==> src/include/can_rx_pkg.sv <==
package can_rx_pkg;
  localparam logic [7:0] OFS_ELEM_SIZE = 8'h00;
  localparam logic [7:0] OFS_BUF_START = 8'h04;
  localparam logic [7:0] OFS_FIFO0_START = 8'h08;
  localparam logic [7:0] OFS_FIFO1_START = 8'h0c;
  localparam logic [7:0] OFS_STATUS = 8'h10;

  localparam int ESZ_FIFO0_LSB = 0;
  localparam int ESZ_FIFO1_LSB = 4;
  localparam int ESZ_BUF_LSB = 8;
  localparam logic [2:0] ESZ_RST = 3'h0;
  localparam logic [13:0] START_RST = 14'h0000;
  localparam int START_LSB = 2;

  localparam int ST_BUSY = 0;
  localparam int ST_DROP = 1;
  localparam int ST_DEST_LSB = 4;
  localparam int ST_INDEX_LSB = 8;
  localparam int ST_COUNT_LSB = 16;
  localparam int ST_BYTES_LSB = 24;

  localparam int W0_ESI = 31;
  localparam int W0_EXT_ID = 30;
  localparam int W0_RTR = 29;
  localparam int STD_ID_LSB = 18;
  localparam int W1_UNMATCHED = 31;
  localparam int W1_FILTER_LSB = 24;
  localparam int W1_EDL = 21;
  localparam int W1_BRS = 20;
  localparam int W1_DLC_LSB = 16;

  localparam int NUM_BUFFERS = 64;
  localparam int FIFO_DEPTH = 64;
  localparam logic [6:0] MAX_DATA_BYTES = 7'h40;
  localparam int MAX_DATA_WORDS = 16;
  localparam logic [4:0] HEADER_WORDS = 5'h02;
  localparam logic [3:0] DLC_DIRECT_MAX = 4'h8;

  // Byte counts for DLC codes 8..15 in FD format, also the element sizes.
  localparam logic [55:0] FD_BYTES = {7'h40, 7'h30, 7'h20, 7'h18,
                                      7'h14, 7'h10, 7'h0c, 7'h08};

  typedef enum logic [1:0] {
    DEST_BUF = 2'b00,
    DEST_FIFO0 = 2'b01,
    DEST_FIFO1 = 2'b10
  } dest_t;

  typedef enum logic [1:0] {
    ST_IDLE = 2'b00,
    ST_WORD0 = 2'b01,
    ST_WORD1 = 2'b10,
    ST_DATA = 2'b11
  } pack_state_t;
endpackage

==> src/include/rx_len_if.sv <==
interface rx_len_if;
  logic [3:0] dlc;
  logic fdFrame;
  logic [2:0] sizeCode;
  logic [6:0] dataBytes;
  logic [4:0] dataWords;
  modport user(output dlc, output fdFrame, output sizeCode,
               input dataBytes, input dataWords);
  modport decoder(input dlc, input fdFrame, input sizeCode,
                  output dataBytes, output dataWords);
endinterface

==> src/can_rx_element_packer.sv <==
// Added by the designer: strobed register access and the address map.
module can_rx_element_packer (
  input wire logic mclk,
  input wire logic resetn,
  input wire logic [7:0] regAddr,
  input wire logic [31:0] regWrData,
  input wire logic regWrStb,
  input wire logic regRdStb,
  output logic [31:0] regRdData,
  input wire logic rxSof,
  input wire logic [15:0] tsValue,
  input wire logic rxByteValid,
  input wire logic [7:0] rxByte,
  input wire logic rxAccept,
  input wire logic rxEsi,
  input wire logic rxExtendedId,
  input wire logic rxRtr,
  input wire logic rxR1,
  input wire logic [28:0] rxId,
  input wire logic rxEdl,
  input wire logic rxBrs,
  input wire logic [3:0] rxDlc,
  input wire logic rxUnmatched,
  input wire logic [6:0] rxFilterIdx,
  input wire logic [1:0] rxDest,
  input wire logic [5:0] rxIndex,
  output logic ramWe,
  output logic [13:0] ramAddr,
  output logic [31:0] ramWdata,
  output logic elementStored,
  output logic [1:0] storedDest,
  output logic [5:0] storedIndex,
  output logic busy
);
  can_rx_pkg::pack_state_t state;
  logic [2:0] sizeFifo0;
  logic [2:0] sizeFifo1;
  logic [2:0] sizeBuf;
  logic [13:0] startBuf;
  logic [13:0] startFifo0;
  logic [13:0] startFifo1;
  logic dropFlag;
  logic [7:0] storedCount;
  logic [6:0] lastBytes;
  logic [15:0] sofStamp;
  logic [6:0] byteCount;
  logic [31:0] bufWord;
  logic [3:0] dataIdx;
  logic lastIssued;
  logic acceptNow;
  logic dropNow;

  logic hdrEsi;
  logic hdrExtendedId;
  logic hdrRtrBit;
  logic [28:0] hdrId;
  logic hdrUnmatched;
  logic [6:0] hdrFilterIdx;
  logic hdrEdl;
  logic hdrBrs;
  logic [3:0] hdrDlc;
  logic [15:0] hdrStamp;
  can_rx_pkg::dest_t hdrDest;
  logic [5:0] hdrIndex;
  logic [2:0] hdrSize;

  logic [31:0] word0;
  logic [31:0] word1;
  logic [13:0] sectionStart;
  logic [11:0] elemOffset;
  logic [13:0] elemBase;

  rx_len_if lenBus ();

  can_rx_len_decode lenDecode (
    .lenBus(lenBus)
  );

  assign lenBus.dlc = hdrDlc;
  assign lenBus.fdFrame = hdrEdl;
  assign lenBus.sizeCode = hdrSize;

  assign busy = (state != can_rx_pkg::ST_IDLE);
  assign acceptNow = rxAccept && !busy && (rxDest != 2'b11);
  assign dropNow = rxAccept && !acceptNow;

  // Register writes: element sizes and section start word addresses.
  always_ff @(posedge mclk) begin
    if (!resetn) begin
      sizeFifo0 <= can_rx_pkg::ESZ_RST;
      sizeFifo1 <= can_rx_pkg::ESZ_RST;
      sizeBuf <= can_rx_pkg::ESZ_RST;
      startBuf <= can_rx_pkg::START_RST;
      startFifo0 <= can_rx_pkg::START_RST;
      startFifo1 <= can_rx_pkg::START_RST;
    end else if (regWrStb) begin
      unique case (regAddr)
        can_rx_pkg::OFS_ELEM_SIZE: begin
          sizeFifo0 <= regWrData[can_rx_pkg::ESZ_FIFO0_LSB +: 3];
          sizeFifo1 <= regWrData[can_rx_pkg::ESZ_FIFO1_LSB +: 3];
          sizeBuf <= regWrData[can_rx_pkg::ESZ_BUF_LSB +: 3];
        end
        can_rx_pkg::OFS_BUF_START: begin
          startBuf <= regWrData[can_rx_pkg::START_LSB +: 14];
        end
        can_rx_pkg::OFS_FIFO0_START: begin
          startFifo0 <= regWrData[can_rx_pkg::START_LSB +: 14];
        end
        can_rx_pkg::OFS_FIFO1_START: begin
          startFifo1 <= regWrData[can_rx_pkg::START_LSB +: 14];
        end
        default: begin
        end
      endcase
    end
  end

  // A dropped frame sets the flag even in the cycle software clears it.
  always_ff @(posedge mclk) begin
    if (!resetn) begin
      dropFlag <= 1'b0;
    end else if (dropNow) begin
      dropFlag <= 1'b1;
    end else if (regWrStb && regAddr == can_rx_pkg::OFS_STATUS &&
                 regWrData[can_rx_pkg::ST_DROP]) begin
      dropFlag <= 1'b0;
    end
  end

  always_ff @(posedge mclk) begin
    if (!resetn) begin
      regRdData <= 32'h00000000;
    end else if (regRdStb) begin
      regRdData <= 32'h00000000;
      unique case (regAddr)
        can_rx_pkg::OFS_ELEM_SIZE: begin
          regRdData[can_rx_pkg::ESZ_FIFO0_LSB +: 3] <= sizeFifo0;
          regRdData[can_rx_pkg::ESZ_FIFO1_LSB +: 3] <= sizeFifo1;
          regRdData[can_rx_pkg::ESZ_BUF_LSB +: 3] <= sizeBuf;
        end
        can_rx_pkg::OFS_BUF_START: begin
          regRdData[can_rx_pkg::START_LSB +: 14] <= startBuf;
        end
        can_rx_pkg::OFS_FIFO0_START: begin
          regRdData[can_rx_pkg::START_LSB +: 14] <= startFifo0;
        end
        can_rx_pkg::OFS_FIFO1_START: begin
          regRdData[can_rx_pkg::START_LSB +: 14] <= startFifo1;
        end
        can_rx_pkg::OFS_STATUS: begin
          regRdData[can_rx_pkg::ST_BUSY] <= busy;
          regRdData[can_rx_pkg::ST_DROP] <= dropFlag;
          regRdData[can_rx_pkg::ST_DEST_LSB +: 2] <= storedDest;
          regRdData[can_rx_pkg::ST_INDEX_LSB +: 6] <= storedIndex;
          regRdData[can_rx_pkg::ST_COUNT_LSB +: 8] <= storedCount;
          regRdData[can_rx_pkg::ST_BYTES_LSB +: 7] <= lastBytes;
        end
        default: begin
        end
      endcase
    end else begin
      regRdData <= 32'h00000000;
    end
  end

  // Timestamp is taken at start of frame, not at acceptance.
  always_ff @(posedge mclk) begin
    if (!resetn) begin
      sofStamp <= 16'h0000;
    end else if (rxSof) begin
      sofStamp <= tsValue;
    end
  end

  // Bytes past 64 are ignored. A new frame may refill the lanes only
  // as its bytes arrive, even while the previous element is still being written out.
  always_ff @(posedge mclk) begin
    if (!resetn) begin
      byteCount <= 7'h00;
    end else if (rxSof) begin
      byteCount <= 7'h00;
    end else if (rxByteValid && byteCount < can_rx_pkg::MAX_DATA_BYTES) begin
      byteCount <= byteCount + 7'h01;
    end
  end

  genvar lane;
  generate
    for (lane = 0; lane < 4; lane++) begin : gLane
      logic [7:0] laneMem [0:can_rx_pkg::MAX_DATA_WORDS-1];
      always_ff @(posedge mclk) begin
        if (rxByteValid && byteCount < can_rx_pkg::MAX_DATA_BYTES &&
            byteCount[1:0] == 2'(lane)) begin
          laneMem[byteCount[5:2]] <= rxByte;
        end
      end
      assign bufWord[lane*8 +: 8] = laneMem[dataIdx];
    end
  endgenerate

  // Frame fields are held for the whole element write.
  always_ff @(posedge mclk) begin
    if (!resetn) begin
      hdrEsi <= 1'b0;
      hdrExtendedId <= 1'b0;
      hdrRtrBit <= 1'b0;
      hdrId <= 29'h00000000;
      hdrUnmatched <= 1'b0;
      hdrFilterIdx <= 7'h00;
      hdrEdl <= 1'b0;
      hdrBrs <= 1'b0;
      hdrDlc <= 4'h0;
      hdrStamp <= 16'h0000;
      hdrDest <= can_rx_pkg::DEST_BUF;
      hdrIndex <= 6'h00;
      hdrSize <= can_rx_pkg::ESZ_RST;
    end else if (acceptNow) begin
      hdrEsi <= rxEsi;
      hdrExtendedId <= rxExtendedId;
      hdrRtrBit <= rxEdl ? rxR1 : rxRtr;
      hdrId <= rxExtendedId ? rxId : {rxId[10:0], 18'h00000};
      hdrUnmatched <= rxUnmatched;
      hdrFilterIdx <= rxFilterIdx;
      hdrEdl <= rxEdl;
      hdrBrs <= rxBrs;
      hdrDlc <= rxDlc;
      hdrStamp <= sofStamp;
      hdrDest <= can_rx_pkg::dest_t'(rxDest);
      hdrIndex <= rxIndex;
      unique case (can_rx_pkg::dest_t'(rxDest))
        can_rx_pkg::DEST_FIFO0: hdrSize <= sizeFifo0;
        can_rx_pkg::DEST_FIFO1: hdrSize <= sizeFifo1;
        default: hdrSize <= sizeBuf;
      endcase
    end
  end

  always_comb begin
    word0 = 32'h00000000;
    word0[can_rx_pkg::W0_ESI] = hdrEsi;
    word0[can_rx_pkg::W0_EXT_ID] = hdrExtendedId;
    word0[can_rx_pkg::W0_RTR] = hdrRtrBit;
    word0[28:0] = hdrId;
    word1 = 32'h00000000;
    word1[can_rx_pkg::W1_UNMATCHED] = hdrUnmatched;
    word1[can_rx_pkg::W1_FILTER_LSB +: 7] = hdrFilterIdx;
    word1[can_rx_pkg::W1_EDL] = hdrEdl;
    word1[can_rx_pkg::W1_BRS] = hdrBrs;
    word1[can_rx_pkg::W1_DLC_LSB +: 4] = hdrDlc;
    word1[15:0] = hdrStamp;
  end

  always_comb begin
    unique case (hdrDest)
      can_rx_pkg::DEST_FIFO0: sectionStart = startFifo0;
      can_rx_pkg::DEST_FIFO1: sectionStart = startFifo1;
      default: sectionStart = startBuf;
    endcase
    elemOffset = hdrIndex * (7'(can_rx_pkg::HEADER_WORDS) +
                             7'(lenBus.dataWords));
    elemBase = sectionStart + 14'(elemOffset);
  end

  // Every configured data word is written; past the length it is stale.
  always_ff @(posedge mclk) begin
    if (!resetn) begin
      state <= can_rx_pkg::ST_IDLE;
      ramWe <= 1'b0;
      ramAddr <= 14'h0000;
      ramWdata <= 32'h00000000;
      dataIdx <= 4'h0;
      lastIssued <= 1'b0;
    end else begin
      lastIssued <= 1'b0;
      unique case (state)
        can_rx_pkg::ST_IDLE: begin
          ramWe <= 1'b0;
          if (acceptNow) begin
            state <= can_rx_pkg::ST_WORD0;
          end
        end
        can_rx_pkg::ST_WORD0: begin
          ramWe <= 1'b1;
          ramAddr <= elemBase;
          ramWdata <= word0;
          dataIdx <= 4'h0;
          state <= can_rx_pkg::ST_WORD1;
        end
        can_rx_pkg::ST_WORD1: begin
          ramAddr <= ramAddr + 14'h0001;
          ramWdata <= word1;
          state <= can_rx_pkg::ST_DATA;
        end
        can_rx_pkg::ST_DATA: begin
          ramAddr <= ramAddr + 14'h0001;
          ramWdata <= bufWord;
          dataIdx <= dataIdx + 4'h1;
          if (5'(dataIdx) == lenBus.dataWords - 5'h01) begin
            state <= can_rx_pkg::ST_IDLE;
            lastIssued <= 1'b1;
          end
        end
      endcase
    end
  end

  // Report only after the final word has been taken by the memory.
  always_ff @(posedge mclk) begin
    if (!resetn) begin
      elementStored <= 1'b0;
      storedDest <= 2'h0;
      storedIndex <= 6'h00;
      storedCount <= 8'h00;
      lastBytes <= 7'h00;
    end else begin
      elementStored <= lastIssued;
      if (lastIssued) begin
        storedDest <= hdrDest;
        storedIndex <= hdrIndex;
        storedCount <= storedCount + 8'h01;
        lastBytes <= lenBus.dataBytes;
      end
    end
  end

  logic [4:0] wrCount;
  always_ff @(posedge mclk) begin
    if (!resetn || acceptNow) begin
      wrCount <= 5'h00;
    end else if (ramWe) begin
      wrCount <= wrCount + 5'h01;
    end
  end
endmodule

==> src/can_rx_len_decode.sv <==
module can_rx_len_decode (
  rx_len_if.decoder lenBus
);
  logic [6:0] sizeBytes;

  always_comb begin
    if (lenBus.dlc <= can_rx_pkg::DLC_DIRECT_MAX) begin
      lenBus.dataBytes = {3'h0, lenBus.dlc};
    end else if (lenBus.fdFrame) begin
      lenBus.dataBytes = can_rx_pkg::FD_BYTES[lenBus.dlc[2:0]*7 +: 7];
    end else begin
      lenBus.dataBytes = {3'h0, can_rx_pkg::DLC_DIRECT_MAX};
    end
  end

  // The element size codes walk the same 8..64 byte ladder as FD DLCs.
  always_comb begin
    sizeBytes = can_rx_pkg::FD_BYTES[lenBus.sizeCode*7 +: 7];
    lenBus.dataWords = sizeBytes[6:2];
  end
endmodule

==> config.mk <==
export PLATFORM = sky130hd
export DESIGN_NAME = can_rx_element_packer
export DESIGN_NICKNAME = d
export VERILOG_FILES = /design/src/include/can_rx_pkg.sv /design/src/include/rx_len_if.sv /design/src/can_rx_element_packer.sv /design/src/can_rx_len_decode.sv
export SDC_FILE = /design/constraint.sdc
export NUM_CORES = 1
export LEC_CHECK = 0
export BUFFER_PORTS_ARGS = -buffer_cell sky130_fd_sc_hd__buf_4
export CAP_MARGIN = 20
export CORE_MARGIN = 2
export CORE_UTILIZATION = 61
export DETAILED_ROUTE_END_ITERATION = 10
export GPL_TIMING_DRIVEN = 0
export PLACE_DENSITY = 0.85
export SLEW_MARGIN = 40
export SYNTH_ARGS = -nofsm -noshare
export SYNTH_HDL_FRONTEND = slang
export SYNTH_SLANG_ARGS = --single-unit
==> constraint.sdc <==
create_clock -name mclk -period 6.1 [get_ports mclk]
set_input_delay 0.305 -clock mclk [delete_from_list [all_inputs] [get_ports mclk]]
set_output_delay 0.305 -clock mclk [all_outputs]
set_load 0.05 [all_outputs]
==> results.txt <==
* Post-Route Skew: about 0.040 ns
- Vertical extent of the die: 236 um
- The worst hold path was traced through 4 stages.
- Library cell used as clock root buffer: sky130_fd_sc_hd__clkbuf_16
* Number of max-cap violations: 0
- The worst setup path is captured at a register.
- Syn. warnings: 0
- The area growth from synthesis to layout is 17.4%.
* Syn Std Cell Area: about 33000 um^2
- H-tree levels: 3
* Pin count of the biggest net entering global routing: 65
* TritonCTS clock tree: yes
* Largest fanout on the critical path: 10
- Number of iterations in the first detailed-routing pass: 6
* Final setup violation count: 0
- After floorplanning, the core was sized to cover 53500 um^2.
* Transition at the pin with the smallest max-transition slack: 0.882 ns
- The worst setup path is launched from a register.
- When the netlist entered floorplanning its net count stood at roughly 2500.
* Effective utilization at floorplan: between 60% and 70%
* Number of synthesized flops with an enable pin: between 500 and 600
* Clock insertion delay at the later pin of the skew report: approximately 0.67 ns
- The via count of the first global-routing pass came to about 23000.
* Max Freq: roughly 170 MHz
- The clock net in this run drives a total of 773 sinks.
* Cts bufs inserted: 78
- By startpoint and endpoint, the worst setup path is classified as register to register.
* Number of distinct library cells after synthesis: 66
* Part of the Yosys area used for sequential elements: between 60% and 70%
- The number of antenna violations at the first check in global routing came to 1.
- For this block, the initial DRC count from the detailed router was about 2500.
- At the end of the flow the core is filled with cells to between 70 and 80%.
- Worst-case register-to-register setup slack: 0.31 ns
- Global-route wire length before repair: 147 mm
- Min-Delay Startpoint: rxId[28]
- Library cell occupying the most area in the post-synthesis netlist: sky130_fd_sc_hd__edfxtp_1
- For the worst setup path, the data arrival time is 6.35 ns.
- Io pins: about 220
- In the global route stage, overall resource usage came out at about 36%.
* Count of nets left with antenna violations after detail routing: 0
- Counting flops with an async set or reset pin after synthesis yields a share of 0%.
* Routed vias: around 23000
* Detailed placer's ending HPWL: between 60 and 70 mm
- VDD sags by at most roughly 0.00029 V.
* GR Overflow Total: 0
* RSZ-0062 raised after global routing: no
- After detailed routing, the number of remaining DRC violations is 0.
- Before CTS, the worst setup slack after placement is around 0.014 ns.
- The analysis attributes to cell leakage a power of ~0.013 uW.
* Seq cells post-synth: ~770
- Number of nets at the end of the flow: between 2000 and 3000
- The path class of the tightest hold or removal check is primary input to register.
* Fill count: between 3000 and 4000
- Depth of the most critical reg-to-reg path: 20
- Biggest area contributors in the synthesized netlist: sky130_fd_sc_hd__edfxtp_1, sky130_fd_sc_hd__dfxtp_1, sky130_fd_sc_hd__mux4_2
- Number of slew-limit violations in the final report: 0
- Minimum clock period: a little under 6 ns
- Clock transition time at the flip-flop clock pins of the worst setup and hold paths: 0.06 ns
- The most used flip-flop cell after synthesis is sky130_fd_sc_hd__edfxtp_1.
- Power Dens Cells: about 340 nW/um^2
- Synth Instances: about 2300
- Result of the run: complete, no violations
- STA puts the critical path data required time at roughly 6.7 ns.
- Measured along the x axis, the die boundary spans 236 um.
* Rel. slew slack: 41.2%
* Final-layout setup total negative slack: 0 ns
- In this run the critical register-to-register path is launched from hdrSize[2].
* Endpoint of the worst-slack reg-to-reg timing path: ramAddr[13]
* Final weighted congestion of routability-driven global placement: 0.956
- Tcrit/Tclk final: a little over nine tenths
- Routed wirelength normalized by instance count: 28.7 um
- Average instance area after synthesis: approximately 14 um^2
- The routed design has a little under 100 mm of wire.
- Max clock buf depth: 3
* Full die area: about 56000 um^2
- The number of hold-slack violations in the final timing report came to 0.
- Input and output buffers added on the ports amount to ~190.
* Site Rows: 85
- Proportion of netlist area held by the largest area contributor: a little under half
* Via density: about 6.5
- Setup slack on the critical path of the routed design comes to ~0.31 ns.
* Fraction of layout instances using a drive strength above 1: roughly a fifth
* Hold Crit Endpoint: hdrId[28]
-- worst max-delay path: stages (launching register included) --
cell	delay (ns)
sky130_fd_sc_hd__dfxtp_1	0.31
sky130_fd_sc_hd__clkbuf_1	0.24
sky130_fd_sc_hd__clkbuf_2	0.28
sky130_fd_sc_hd__mux2i_1	0.21
sky130_fd_sc_hd__ha_1	0.23
sky130_fd_sc_hd__nand2_1	0.10
sky130_fd_sc_hd__nor2_2	0.22
sky130_fd_sc_hd__nand2_1	0.12
sky130_fd_sc_hd__fa_1	0.53
sky130_fd_sc_hd__fa_1	0.55
sky130_fd_sc_hd__inv_1	0.06
sky130_fd_sc_hd__fa_1	0.56
sky130_fd_sc_hd__inv_1	0.07
sky130_fd_sc_hd__fa_1	0.53
sky130_fd_sc_hd__inv_1	0.04
sky130_fd_sc_hd__ha_1	0.37
sky130_fd_sc_hd__and4_1	0.25
sky130_fd_sc_hd__a221oi_2	0.39
sky130_fd_sc_hd__o21ai_0	0.19
sky130_fd_sc_hd__and4_1	0.24
sky130_fd_sc_hd__nor4_1	0.21
-- routing by layer --
metal / routed length, um / GRT usage, % / vias to the layer above
met1: 34700 / 44.6 / 11200
li1: - / - / 9397
met5: 0 / 0 / -
met4: 5660 / 17.3 / 0
met3: 9500 / 7.40 / 386
met2: 48800 / 60.2 / 1579
-- final cells by class --
cell class / instances / area (um^2) / share of cell area [%]
diodes: 2 / 5.00 / 0.0130
plain buffers: 147 / 619 / 1.61
clock buffers: 104 / 2120 / 5.50
clock inverters: 38 / 434 / 1.13
inverters: 70 / 263 / 0.681
multi-input cells: 1347 / 11400 / 29.7
flip-flops and latches: 773 / 20600 / 53.4
well taps: 696 / 871 / 2.26
repair buffers: 268 / 2190 / 5.69
-- where the power goes --
group,switching [uW],internal [uW],total (uW)
Combinational,1630,717,2350
Sequential,243,5800,6050
Clock,2110,2690,4800
Total,3980,9220,13200
-- synthesized netlist by cell type, types with 52 or more instances --
library cell,instances
sky130_fd_sc_hd__nor2b_1,82
sky130_fd_sc_hd__mux4_2,135
sky130_fd_sc_hd__mux2i_1,83
sky130_fd_sc_hd__mux2_2,69
sky130_fd_sc_hd__nor2_1,110
sky130_fd_sc_hd__a21oi_1,74
sky130_fd_sc_hd__a22oi_1,54
sky130_fd_sc_hd__nand2_1,209
sky130_fd_sc_hd__a21boi_0,66
sky130_fd_sc_hd__and2_1,52
sky130_fd_sc_hd__o21ai_0,64
sky130_fd_sc_hd__dfxtp_1,261
sky130_fd_sc_hd__edfxtp_1,512
sky130_fd_sc_hd__clkbuf_1,114
sky130_fd_sc_hd__inv_1,69
-- flip-flops by register name, summed over array words and instances, names as in the netlist, 7 cells and up, named ones only --
register	count
lastBytes	7
hdrStamp	16
hdrFilterIdx	7
startFifo0	14
ramWdata	32
startFifo1	14
hdrId	29
ramAddr	14
storedCount	8
byteCount	7
sofStamp	16
gLane.laneMem	512
startBuf	14
regRdData	31
-- how the worst max path moves through the flow --
stage	start	endpoint	slack, ns	cells after the start
3_5_place_dp	hdrSize[1]	ramAddr[13]	0.01	20
2_1_floorplan	hdrSize[1]	ramAddr[13]	0.81	20
4_1_cts	hdrSize[1]	ramAddr[12]	0.16	20
6_report	hdrSize[2]	ramAddr[13]	0.31	20
5_1_grt	hdrSize[2]	ramAddr[13]	0.004	20
3_3_place_gp	hdrSize[1]	ramAddr[13]	0.07	20
-- stage by stage --
| step | cell area, um^2 | hold slack [ns] | power (uW) | std cells |
|---|---|---|---|---|
| 3_5_place_dp | 35200 | 0.452 | 8380 | 3229 |
| 3_3_place_gp | 35200 | 0.444 | 8320 | 3228 |
| 4_1_cts | 38500 | 0.0160 | 13100 | 3444 |
| 6_report | 38600 | 0.0321 | 13200 | 3445 |
| 2_1_floorplan | 32800 | 0.404 | 7470 | 2338 |
| 5_1_grt | 38600 | 0.0304 | 13500 | 3443 |
-- logic make-up after synthesis --
| logic type | synth area share, % |
|---|---|
| other | 0.0114 |
| buffers and inverters | 2.69 |
| adders and majority gates | 3.53 |
| muxes | 14.2 |
| AOI/OAI and AO/OA | 7.30 |
| xor gates and xnor gates | 0.587 |
| and+or+nand+nor | 9.00 |
| DFF | 62.7 |
-- placed cells by master (no fill, tap or decap), types with 6 or more instances in the layout --
master                          instances
sky130_fd_sc_hd__edfxtp_1             512
sky130_fd_sc_hd__dfxtp_1              261
sky130_fd_sc_hd__nand2_1              209
sky130_fd_sc_hd__buf_4                196
sky130_fd_sc_hd__mux4_2               135
sky130_fd_sc_hd__clkbuf_1             131
sky130_fd_sc_hd__nor2_1                86
sky130_fd_sc_hd__mux2i_1               83
sky130_fd_sc_hd__nor2b_1               81
sky130_fd_sc_hd__clkbuf_16             79
sky130_fd_sc_hd__a21oi_1               74
sky130_fd_sc_hd__dlygate4sd3_1         73
sky130_fd_sc_hd__inv_1                 69
sky130_fd_sc_hd__mux2_2                69
sky130_fd_sc_hd__a21boi_0              66
sky130_fd_sc_hd__o21ai_0               63
sky130_fd_sc_hd__a22oi_1               54
sky130_fd_sc_hd__and2_1                52
sky130_fd_sc_hd__ha_1                  51
sky130_fd_sc_hd__nand3_1               49
sky130_fd_sc_hd__nor3b_1               33
sky130_fd_sc_hd__a31oi_1               32
sky130_fd_sc_hd__fa_1                  26
sky130_fd_sc_hd__nor2_2                24
sky130_fd_sc_hd__buf_2                 18
sky130_fd_sc_hd__a21boi_1              16
sky130_fd_sc_hd__clkinv_2              16
sky130_fd_sc_hd__o211a_1               15
sky130_fd_sc_hd__xnor2_1               13
sky130_fd_sc_hd__nand2b_1              12
sky130_fd_sc_hd__nand4_1               10
sky130_fd_sc_hd__buf_1                 10
sky130_fd_sc_hd__and3_1                 9
sky130_fd_sc_hd__clkinv_1               8
sky130_fd_sc_hd__xor2_1                 8
sky130_fd_sc_hd__o211ai_1               7
sky130_fd_sc_hd__a21o_1                 6
sky130_fd_sc_hd__or3_1                  6
-- repair_timing --
action,in CTS,in global routing
resized for setup,1,5
setup buffers,0,0
hold buffers,73,0
endpoints found under the hold margin,105,0
pin swaps,0,0
endpoints found under the setup margin,1,6
(Power assumes the default switching activity.)
